--- src/rtl/hpbi_defs.svh ---
// constants of the host processor bus interface: widths and counts
// assumes inclusion by bare name from the design files
`ifndef HPBI_DEFS_SVH
`define HPBI_DEFS_SVH
`define HPBI_ADDR_W 29
`define HPBI_DATA_W 64
`define HPBI_CMD_W 5
`define HPBI_HOLD_W 2
`define HPBI_BREQ_HOLD 2'h2
`endif

--- src/rtl/hpbi_pkg.sv ---
// types of the host processor bus interface
// assumes nothing of its surroundings
package hpbi_pkg;
  typedef enum logic [1:0] {
    HPBI_ST_IDLE = 2'b00,
    HPBI_ST_REQ = 2'b01,
    HPBI_ST_STB = 2'b10,
    HPBI_ST_PH2 = 2'b11
  } hpbi_arb_st_t;
endpackage

--- src/rtl/hpbi_top.sv ---
// host processor bus interface: arbitration, request capture, data
// phase signalling, processor reset and coprocessor error sideband
// assumes open-drain pins resolved outside; inputs synchronous to clk_i
// Operation
// - mask address bit 20 when the gate input or legacy control bit is set.
// - bus owner strobes the first of two request phase cycles.
// - block-next-request stops the request owner issuing further requests.
// - device, the only priority agent, requests priority to own the bus.
// - symmetric request held in processor reset, released two clocks after.
// - processor reset formed from peripheral reset and suspend status.
// - data bus owner holds busy through transfers longer than one cycle.
// - defer line signals a deferred response chosen by the defer policy.
// - defer line also signals a retry response.
// - data source asserts data ready in each cycle data moves.
// - numeric error raises interrupt line thirteen internally.
// - ignore-numeric-error driven only while numeric error is active.
// - enabled error write during numeric error sets ignore until it ends.
// - host address lines are inputs during processor cycles.
// - host address lines are inverted on the bus.
// - host data lines are inverted on reads and writes.
// - hash-named signals are active low, others active high.
// - no snoopable peripheral access to memory while locked.
`timescale 1ns/1ps
`include "hpbi_defs.svh"
module hpbi_top (
  input wire logic clk_i,
  input wire logic resetn_i,
  // sideband
  input wire logic gate_addr_bit20_input_i,
  input wire logic legacy_a20_bit_i,
  output logic addr_bit20_mask_out_oe_o,
  input wire logic numeric_error_in_n_i,
  input wire logic cp_err_enable_i,
  input wire logic cp_err_write_i,
  output logic ignore_numeric_error_out_oe_o,
  output logic coprocessor_interrupt_line_o,
  input wire logic peripheral_bus_reset_n_i,
  input wire logic suspend_status_in_n_i,
  output logic processor_reset_out_oe_o,
  output logic symmetric_bus_request_oe_o,
  // pins
  input wire logic request_strobe_n_i,
  output logic request_strobe_oe_o,
  input wire logic block_next_request_n_i,
  input wire logic priority_bus_request_n_i,
  output logic priority_bus_request_oe_o,
  input wire logic bus_lock_n_i,
  input wire logic [`HPBI_CMD_W-1:0] request_cmd_n_i,
  input wire logic [`HPBI_ADDR_W-1:0] host_address_lines_n_i,
  output logic [`HPBI_ADDR_W-1:0] host_address_lines_n_o,
  output logic host_address_lines_oe_o,
  input wire logic [`HPBI_DATA_W-1:0] host_data_lines_n_i,
  output logic [`HPBI_DATA_W-1:0] host_data_lines_n_o,
  output logic host_data_lines_oe_o,
  input wire logic data_bus_busy_flag_n_i,
  output logic data_bus_busy_flag_oe_o,
  input wire logic data_valid_strobe_n_i,
  output logic data_valid_strobe_oe_o,
  output logic defer_oe_o,
  // core side
  input wire logic own_need_bus_i,
  input wire logic [`HPBI_ADDR_W-1:0] own_addr_i,
  output logic own_done_o,
  output logic req_valid_o,
  output logic [`HPBI_ADDR_W-1:0] req_addr_o,
  output logic [`HPBI_CMD_W-1:0] req_cmd_o,
  output logic snoop_block_o,
  input wire logic defer_req_i,
  input wire logic retry_req_i,
  input wire logic rd_valid_i,
  input wire logic rd_last_i,
  input wire logic [`HPBI_DATA_W-1:0] rd_data_i,
  output logic wr_valid_o,
  output logic [`HPBI_DATA_W-1:0] wr_data_o
);
  function automatic logic [`HPBI_ADDR_W-1:0] addr_flip(
    input logic [`HPBI_ADDR_W-1:0] v);
    addr_flip = ~v;
  endfunction

  function automatic logic [`HPBI_DATA_W-1:0] data_flip(
    input logic [`HPBI_DATA_W-1:0] v);
    data_flip = ~v;
  endfunction

  // active-high views of low-true pins
  logic nerr_act, lock_act, block_act, strobe_act, valid_act;
  assign nerr_act = !numeric_error_in_n_i;
  assign lock_act = !bus_lock_n_i;
  assign block_act = !block_next_request_n_i;
  assign strobe_act = !request_strobe_n_i;
  assign valid_act = !data_valid_strobe_n_i;

  hpbi_rstgen u_rstgen (
    .clk_i(clk_i),
    .resetn_i(resetn_i),
    .peripheral_bus_reset_n_i(peripheral_bus_reset_n_i),
    .suspend_status_in_n_i(suspend_status_in_n_i),
    .processor_reset_out_oe_o(processor_reset_out_oe_o),
    .symmetric_bus_request_oe_o(symmetric_bus_request_oe_o)
  );

  // sideband
  logic a20_q, a20_d, ign_q, ign_d, irq_q, irq_d;
  always_comb begin
    a20_d = gate_addr_bit20_input_i || legacy_a20_bit_i;
    irq_d = nerr_act;
    // clear only when error ends, so set and clear never collide
    ign_d = nerr_act &&
      (ign_q || (cp_err_write_i && cp_err_enable_i));
  end

  always_ff @(posedge clk_i or negedge resetn_i) begin
    if (!resetn_i) begin
      a20_q <= 1'b0;
      ign_q <= 1'b0;
      irq_q <= 1'b0;
    end else begin
      a20_q <= a20_d;
      ign_q <= ign_d;
      irq_q <= irq_d;
    end
  end

  assign addr_bit20_mask_out_oe_o = a20_q;
  assign ignore_numeric_error_out_oe_o = ign_q;
  assign coprocessor_interrupt_line_o = irq_q;

  // priority arbitration and own request phase
  hpbi_pkg::hpbi_arb_st_t st_q, st_d;
  logic [`HPBI_ADDR_W-1:0] oaddr_q, oaddr_d;
  logic done_q, done_d, pri_q, pri_d, stb_q, stb_d;
  always_comb begin
    st_d = st_q;
    oaddr_d = oaddr_q;
    done_d = 1'b0;
    case (st_q)
      hpbi_pkg::HPBI_ST_IDLE: begin
        if (own_need_bus_i && !processor_reset_out_oe_o) begin
          st_d = hpbi_pkg::HPBI_ST_REQ;
          oaddr_d = addr_flip(own_addr_i);
        end
      end
      hpbi_pkg::HPBI_ST_REQ: begin
        // a locked sequence keeps the processor on the bus
        if (!block_act && !lock_act && !strobe_act) begin
          st_d = hpbi_pkg::HPBI_ST_STB;
        end
      end
      hpbi_pkg::HPBI_ST_STB: begin
        st_d = hpbi_pkg::HPBI_ST_PH2;
      end
      hpbi_pkg::HPBI_ST_PH2: begin
        st_d = hpbi_pkg::HPBI_ST_IDLE;
        done_d = 1'b1;
      end
      default: begin
        st_d = hpbi_pkg::HPBI_ST_IDLE;
      end
    endcase
    pri_d = (st_d != hpbi_pkg::HPBI_ST_IDLE);
    stb_d = (st_d == hpbi_pkg::HPBI_ST_STB);
  end

  always_ff @(posedge clk_i or negedge resetn_i) begin
    if (!resetn_i) begin
      st_q <= hpbi_pkg::HPBI_ST_IDLE;
      oaddr_q <= '0;
      done_q <= 1'b0;
      pri_q <= 1'b0;
      stb_q <= 1'b0;
    end else begin
      st_q <= st_d;
      oaddr_q <= oaddr_d;
      done_q <= done_d;
      pri_q <= pri_d;
      stb_q <= stb_d;
    end
  end

  assign own_done_o = done_q;
  assign priority_bus_request_oe_o = pri_q;
  assign request_strobe_oe_o = stb_q;
  assign host_address_lines_oe_o = st_q[1];
  assign host_address_lines_n_o = oaddr_q;

  // capture of processor requests
  logic rv_q, rv_d, sb_q, sb_d;
  logic [`HPBI_ADDR_W-1:0] ra_q, ra_d;
  logic [`HPBI_CMD_W-1:0] rc_q, rc_d;
  always_comb begin
    rv_d = strobe_act && !request_strobe_oe_o;
    ra_d = rv_d ? addr_flip(host_address_lines_n_i) : ra_q;
    rc_d = rv_d ? ~request_cmd_n_i : rc_q;
    // held from a locked strobe until the lock drops
    sb_d = lock_act && (sb_q || rv_d);
  end

  always_ff @(posedge clk_i or negedge resetn_i) begin
    if (!resetn_i) begin
      rv_q <= 1'b0;
      ra_q <= '0;
      rc_q <= '0;
      sb_q <= 1'b0;
    end else begin
      rv_q <= rv_d;
      ra_q <= ra_d;
      rc_q <= rc_d;
      sb_q <= sb_d;
    end
  end

  assign req_valid_o = rv_q;
  assign req_addr_o = ra_q;
  assign req_cmd_o = rc_q;
  assign snoop_block_o = sb_q;

  // data phase and response
  logic drv_q, drv_d, bsy_q, bsy_d, def_q, def_d, wv_q, wv_d;
  logic [`HPBI_DATA_W-1:0] do_q, do_d, wd_q, wd_d;
  always_comb begin
    drv_d = rd_valid_i;
    do_d = rd_valid_i ? data_flip(rd_data_i) : do_q;
    // busy stays up across gaps until the last beat is sent
    bsy_d = rd_valid_i ? !rd_last_i : (bsy_q && !rd_last_i);
    def_d = defer_req_i || retry_req_i;
    wv_d = valid_act && !data_valid_strobe_oe_o;
    wd_d = wv_d ? data_flip(host_data_lines_n_i) : wd_q;
  end

  always_ff @(posedge clk_i or negedge resetn_i) begin
    if (!resetn_i) begin
      drv_q <= 1'b0;
      do_q <= '0;
      bsy_q <= 1'b0;
      def_q <= 1'b0;
      wv_q <= 1'b0;
      wd_q <= '0;
    end else begin
      drv_q <= drv_d;
      do_q <= do_d;
      bsy_q <= bsy_d;
      def_q <= def_d;
      wv_q <= wv_d;
      wd_q <= wd_d;
    end
  end

  assign data_valid_strobe_oe_o = drv_q;
  assign host_data_lines_oe_o = drv_q;
  assign host_data_lines_n_o = do_q;
  assign data_bus_busy_flag_oe_o = bsy_q;
  assign defer_oe_o = def_q;
  assign wr_valid_o = wv_q;
  assign wr_data_o = wd_q;

  a_a20_or: assert property (@(posedge clk_i) disable iff (!resetn_i)
    (gate_addr_bit20_input_i || legacy_a20_bit_i) |=> a20_q)
    else $error("address bit 20 mask not raised");
  a_stb_phase: assert property (@(posedge clk_i) disable iff (!resetn_i)
    $rose(request_strobe_oe_o) |-> host_address_lines_oe_o ##1
    (!request_strobe_oe_o && host_address_lines_oe_o))
    else $error("own request phase not two cycles");
  a_stb_block: assert property (@(posedge clk_i) disable iff (!resetn_i)
    $rose(request_strobe_oe_o) |-> !$past(block_act) && !$past(lock_act))
    else $error("request issued while blocked or locked");
  a_prio_own: assert property (@(posedge clk_i) disable iff (!resetn_i)
    host_address_lines_oe_o |-> priority_bus_request_oe_o)
    else $error("address driven without priority request");
  a_ign_gate: assert property (@(posedge clk_i) disable iff (!resetn_i)
    ign_q |-> $past(nerr_act))
    else $error("ignore error without numeric error");
  a_ign_set: assert property (@(posedge clk_i) disable iff (!resetn_i)
    (cp_err_write_i && cp_err_enable_i && nerr_act) ##1 nerr_act |-> ign_q)
    else $error("ignore error not set by write");
  a_irq_err: assert property (@(posedge clk_i) disable iff (!resetn_i)
    nerr_act |=> irq_q)
    else $error("interrupt thirteen not raised");
  a_req_cap: assert property (@(posedge clk_i) disable iff (!resetn_i)
    (strobe_act && !request_strobe_oe_o) |=>
    (rv_q && ra_q == ~$past(host_address_lines_n_i)))
    else $error("request address not captured inverted");
  a_rdy_data: assert property (@(posedge clk_i) disable iff (!resetn_i)
    rd_valid_i |=> (drv_q && do_q == ~$past(rd_data_i)))
    else $error("data ready or data wrong");
  a_busy_hold: assert property (@(posedge clk_i) disable iff (!resetn_i)
    (rd_valid_i && !rd_last_i) |=> bsy_q)
    else $error("data bus busy dropped mid transfer");
  a_defer_out: assert property (@(posedge clk_i) disable iff (!resetn_i)
    (defer_req_i || retry_req_i) |=> def_q)
    else $error("defer not driven");
  a_lock_snp: assert property (@(posedge clk_i) disable iff (!resetn_i)
    (strobe_act && lock_act && !request_strobe_oe_o) ##1 lock_act |-> sb_q)
    else $error("snoop not blocked under lock");
endmodule

--- src/rtl/hpbi_rstgen.sv ---
// processor reset and symmetric request strap generator
// assumes reset sources are synchronous to the host clock
`timescale 1ns/1ps
`include "hpbi_defs.svh"
module hpbi_rstgen (
  input wire logic clk_i,
  input wire logic resetn_i,
  input wire logic peripheral_bus_reset_n_i,
  input wire logic suspend_status_in_n_i,
  output logic processor_reset_out_oe_o,
  output logic symmetric_bus_request_oe_o
);
  logic rst_q, rst_d;
  logic breq_q, breq_d;
  logic [`HPBI_HOLD_W-1:0] cnt_q, cnt_d;

  always_comb begin
    rst_d = !peripheral_bus_reset_n_i || !suspend_status_in_n_i;
    if (rst_q) begin
      cnt_d = `HPBI_BREQ_HOLD;
    end else if (cnt_q != '0) begin
      cnt_d = cnt_q - 2'h1;
    end else begin
      cnt_d = cnt_q;
    end
    breq_d = rst_d || (cnt_d != '0);
  end

  // processor held in reset while the device itself is in reset
  always_ff @(posedge clk_i or negedge resetn_i) begin
    if (!resetn_i) begin
      rst_q <= 1'b1;
      cnt_q <= `HPBI_BREQ_HOLD;
      breq_q <= 1'b1;
    end else begin
      rst_q <= rst_d;
      cnt_q <= cnt_d;
      breq_q <= breq_d;
    end
  end

  assign processor_reset_out_oe_o = rst_q;
  assign symmetric_bus_request_oe_o = breq_q;

  a_sym_drop: assert property (@(posedge clk_i) disable iff (!resetn_i)
    $fell(rst_q) |-> breq_q ##1 breq_q ##1 !breq_q)
    else $error("symmetric request not released two clocks after reset");
  a_prst_src: assert property (@(posedge clk_i) disable iff (!resetn_i)
    (!peripheral_bus_reset_n_i || !suspend_status_in_n_i) |=> rst_q)
    else $error("processor reset not asserted by its sources");
endmodule

--- config.mk ---
export PLATFORM = sky130hd
export DESIGN_NAME = hpbi_top
export DESIGN_NICKNAME = d
export VERILOG_FILES = /design/src/rtl/hpbi_pkg.sv /design/src/rtl/hpbi_top.sv /design/src/rtl/hpbi_rstgen.sv
export VERILOG_INCLUDE_DIRS = /design/src /design/src/rtl
export SDC_FILE = /design/constraint.sdc
export NUM_CORES = 1
export LEC_CHECK = 0
export BUFFER_PORTS_ARGS = -buffer_cell sky130_fd_sc_hd__buf_2
export CAP_MARGIN = 30
export CORE_AREA = 5 5 160 162
export CTS_CLUSTER_SIZE = 8
export DETAILED_ROUTE_END_ITERATION = 8
export DIE_AREA = 0 0 165 167
export PLACE_DENSITY_LB_ADDON = 0.08
export SLEW_MARGIN = 10
export SYNTH_ARGS = -nofsm -noshare
export SYNTH_HDL_FRONTEND = slang
export SYNTH_HIERARCHICAL = 1
export SYNTH_SLANG_ARGS = --single-unit
--- constraint.sdc ---
create_clock -name clk_i -period 2.1 [get_ports clk_i]
set_clock_uncertainty 0.2 [all_clocks]
set_input_delay 0.315 -clock clk_i [delete_from_list [all_inputs] [get_ports clk_i]]
set_output_delay 0.315 -clock clk_i [all_outputs]
set_load 0.05 [all_outputs]
==> impl_metrics.tcl <==
set metrics [dict create \
    outcome "complete, no violations" \
    routed_via_density 4.425 \
    holdCritPathClass "input pin to register" \
    avgSynthCellArea_um2 11.92 \
    grt_antenna_before_repair 1 \
    cp_data_arrival_time_ps 1410 \
    totalWireLength_um 27200 \
    die_area_mm2 0.02756 \
    yosys.area.top_type "dfrtp_1" \
    slowest_stage "dfrtp_2" \
    crit_type "register to output port" \
    synth_area_leaders "dfrtp_1, mux2i_1, o21ai_1" \
    dieWidth_um 165 \
    rsz0062_at_grt "no" \
    cp-endpoint "data_valid_strobe_oe_o" \
    cts-buffers-inserted 30 \
    die_h_um 167 \
    worst_slew_pin_slew_ps 602.4 \
    yosysMostFrequentCell "dfrtp_1" \
    cts_sinks 209 \
    drc_errors 0 \
    hold_viol_final 0 \
    p_switching_uw 5562 \
    synth_area_mm2 0.007890 \
    slew_viol_final 0 \
    yosysSeqAreaShare 0.6633 \
    final_core_util 0.5541 \
    cp.required_ps 1580 \
    gp_congestion 0.7582 \
    power.internal_uw 8647 \
    synth_warnings 6 \
    cts_tree "done" \
    critical_path.top_delay_family "flip-flops" \
    cp_cell_sequence "buf_2" \
    grt_start_max_net_pins 55 \
    root_buffer "clkbuf_16" \
    crit_cells 1 \
    grt_pass1_wl_um 42320 \
    period_needed_ps 1921 \
    place_area_mm2 0.01040 \
    p_per_area_mw_per_mm2 1070 \
    path_clk_slew_ps 50 \
    grt-ovfl-total 0 \
    wl_per_cell_um 16.71 \
    syn_to_final_growth_pct 68.28 \
    stdcell_area_mm2 0.01328 \
    tns_ps 0 \
    reg2reg_to "host_address_lines_n_o[11]" \
    setup_viol 0 \
    sw_frac_of_total 0.3915 \
    antenna_cells 0 \
    end_kind "output port" \
    async_flop_share 1.000 \
    h-tree-depth 1 \
    synth_edf_count 0 \
    ys_top_cells_by_count "dfrtp_1, o21ai_1, inv_1, mux2i_1, o21ai_0" \
    dpl.hpwl_um 18810 \
    rows 57 \
    initial_core_util 0.3293 \
    maxSlewHeadroom 0.5984 \
    reg2reg_from "st_q[1]" \
    firstDrtPassIters 4 \
    clkLatencyLatePin_ps 520 \
    rr_worst_depth 2 \
    synthesis.instances 662 \
    critical-path-max-stage-delay_ps 540 \
    p_seq_frac 0.357 \
    crit_start "data_valid_strobe_oe_o" \
    ys_ff_latch 209 \
    max_freq_mhz 520.6 \
    synth_top_area_frac 0.6533 \
    io_buffer_count 415 \
    clk_path_buf_depth 3 \
    grt_pass1_vias 7850 \
    finalCritPeriodShare 0.9146 \
    synthFlopType "dfrtp_1" \
    yosysUniqueCellTypes 29 \
    vdd_ir_drop_max_uv 677.3 \
    cp_max_fo 15 \
    io_pins 418 \
    cap_violations 0 \
    grt_usage 0.1905 \
    startpoint_type "register" \
    final_nets 1504 \
    p_clk_frac 0.302 \
    drt_iter0_drc 474 \
    syn_nets 873 \
    p_leak_uw 0.007030 \
    vias 7204 \
    comb_power_share 0.340 \
    r2r_setup_slack_ps 290 \
    p_total_uw 14210 \
    antenna_left 0 \
    fp.coreArea_mm2 0.02396 \
    cts_resized 0 \
    drive_gt1_frac 0.3689 \
    crit_buf_inv 1 \
]
[state kept, by name, indices dropped and copies added (netlist names), 2 cells and up]
| signal | count |
|---|---|
| host_data_lines_n_o | 64 |
| u_rstgen/cnt_q | 2 |
| st_q | 2 |
| req_addr_o | 29 |
| wr_data_o | 64 |
| host_address_lines_n_o | 29 |
| req_cmd_o | 5 |
[cells in the final DEF, fill, tap and decap left out]
| cell type | instances |
|---|---|
| buf_2 | 413 |
| and3_1 | 1 |
| inv_2 | 2 |
| nand4bb_1 | 1 |
| or4b_4 | 1 |
| dfrtp_2 | 1 |
| dfrtp_1 | 205 |
| clkinv_4 | 1 |
| nand3_1 | 2 |
| buf_12 | 6 |
| nand2_1 | 1 |
| o21ai_0 | 45 |
| nand2b_1 | 1 |
| mux2i_1 | 93 |
| or2_1 | 1 |
| dlygate4sd3_1 | 205 |
| clkbuf_16 | 31 |
| o211ai_1 | 1 |
| o21ai_1 | 152 |
| nor2_1 | 4 |
| or2b_1 | 1 |
| dfstp_2 | 3 |
| a21oi_1 | 2 |
| clkbuf_1 | 11 |
| nor3b_2 | 1 |
| or2_2 | 3 |
| buf_4 | 18 |
| inv_1 | 95 |
| a21o_1 | 1 |
| and2_1 | 1 |
| clkbuf_8 | 1 |
[cell type report]
type	count	area, µm²
Tap cell	324	405.4
Sequential cell	209	5235
Timing Repair Buffer	643	4388
Clock buffer	42	817.0
Multi-Input combinational cell	312	2059
Clock inverter	1	8.758
Inverter	97	364.1
Fill cell	2184	10690
[layer usage]
layer / vias to the layer above / routed length [µm] / part of all wire / track usage
li1: 3445 / - / - / -
met1: 3379 / 10410 / 0.38 / 0.2258
met2: 308 / 13340 / 0.49 / 0.3235
met3: 70 / 2460 / 0.090 / 0.05635
met4: 2 / 983 / 0.036 / 0.07378
met5: - / 15 / 0.00055 / 0
[power by group through the flow]
stage	Combinational (µW)	Clock [µW]	Sequential (µW)
2_1_floorplan	781	0	7560
3_3_place_gp	4540	0	5120
3_5_place_dp	4570	0	5130
4_1_cts	4880	4460	5080
5_1_grt	5130	4620	5160
6_report	4840	4300	5070
[what timing repair did]
action / CTS / global route
buffers inserted: 0 / 0
hold endpoints to repair: 360 / 0
hold buffers: 205 / 0
[metrics by stage]
step	setup slack, ps	instances	hold slack (ps)
after floorplan	248.8	662	-180.6
after global placement	316.9	1380	144.0
after detailed placement	292.8	1380	143.4
after CTS	116.7	1628	6.822
after global routing	89.67	1628	24.08
final	179.3	1628	29.78
[cells by family (layout without fill, tap and decap cells)]
family	Yosys count	count (layout)	synth area share
flip-flops	209	209	0.6633
AND/OR/NAND/NOR	18	18	0.01491
buffers and inverters	141	783	0.07564
multiplexers	93	93	0.1180
AO/OA/AOI/OAI	201	201	0.1281
[worst min path at each step]
stage,start,end,slack (ps),cells past startpoint
2_1_floorplan,resetn_i,addr_bit20_mask_out_oe_o,-180,0
3_3_place_gp,resetn_i,host_address_lines_n_o[1],140,1
3_5_place_dp,resetn_i,host_address_lines_n_o[1],140,1
4_1_cts,rd_valid_i,host_data_lines_n_o[6],7,2
5_1_grt,rd_valid_i,host_data_lines_n_o[9],20,2
6_report,rd_valid_i,host_data_lines_n_o[6],30,2
Note: power is estimated with default switching activity, not from simulation.
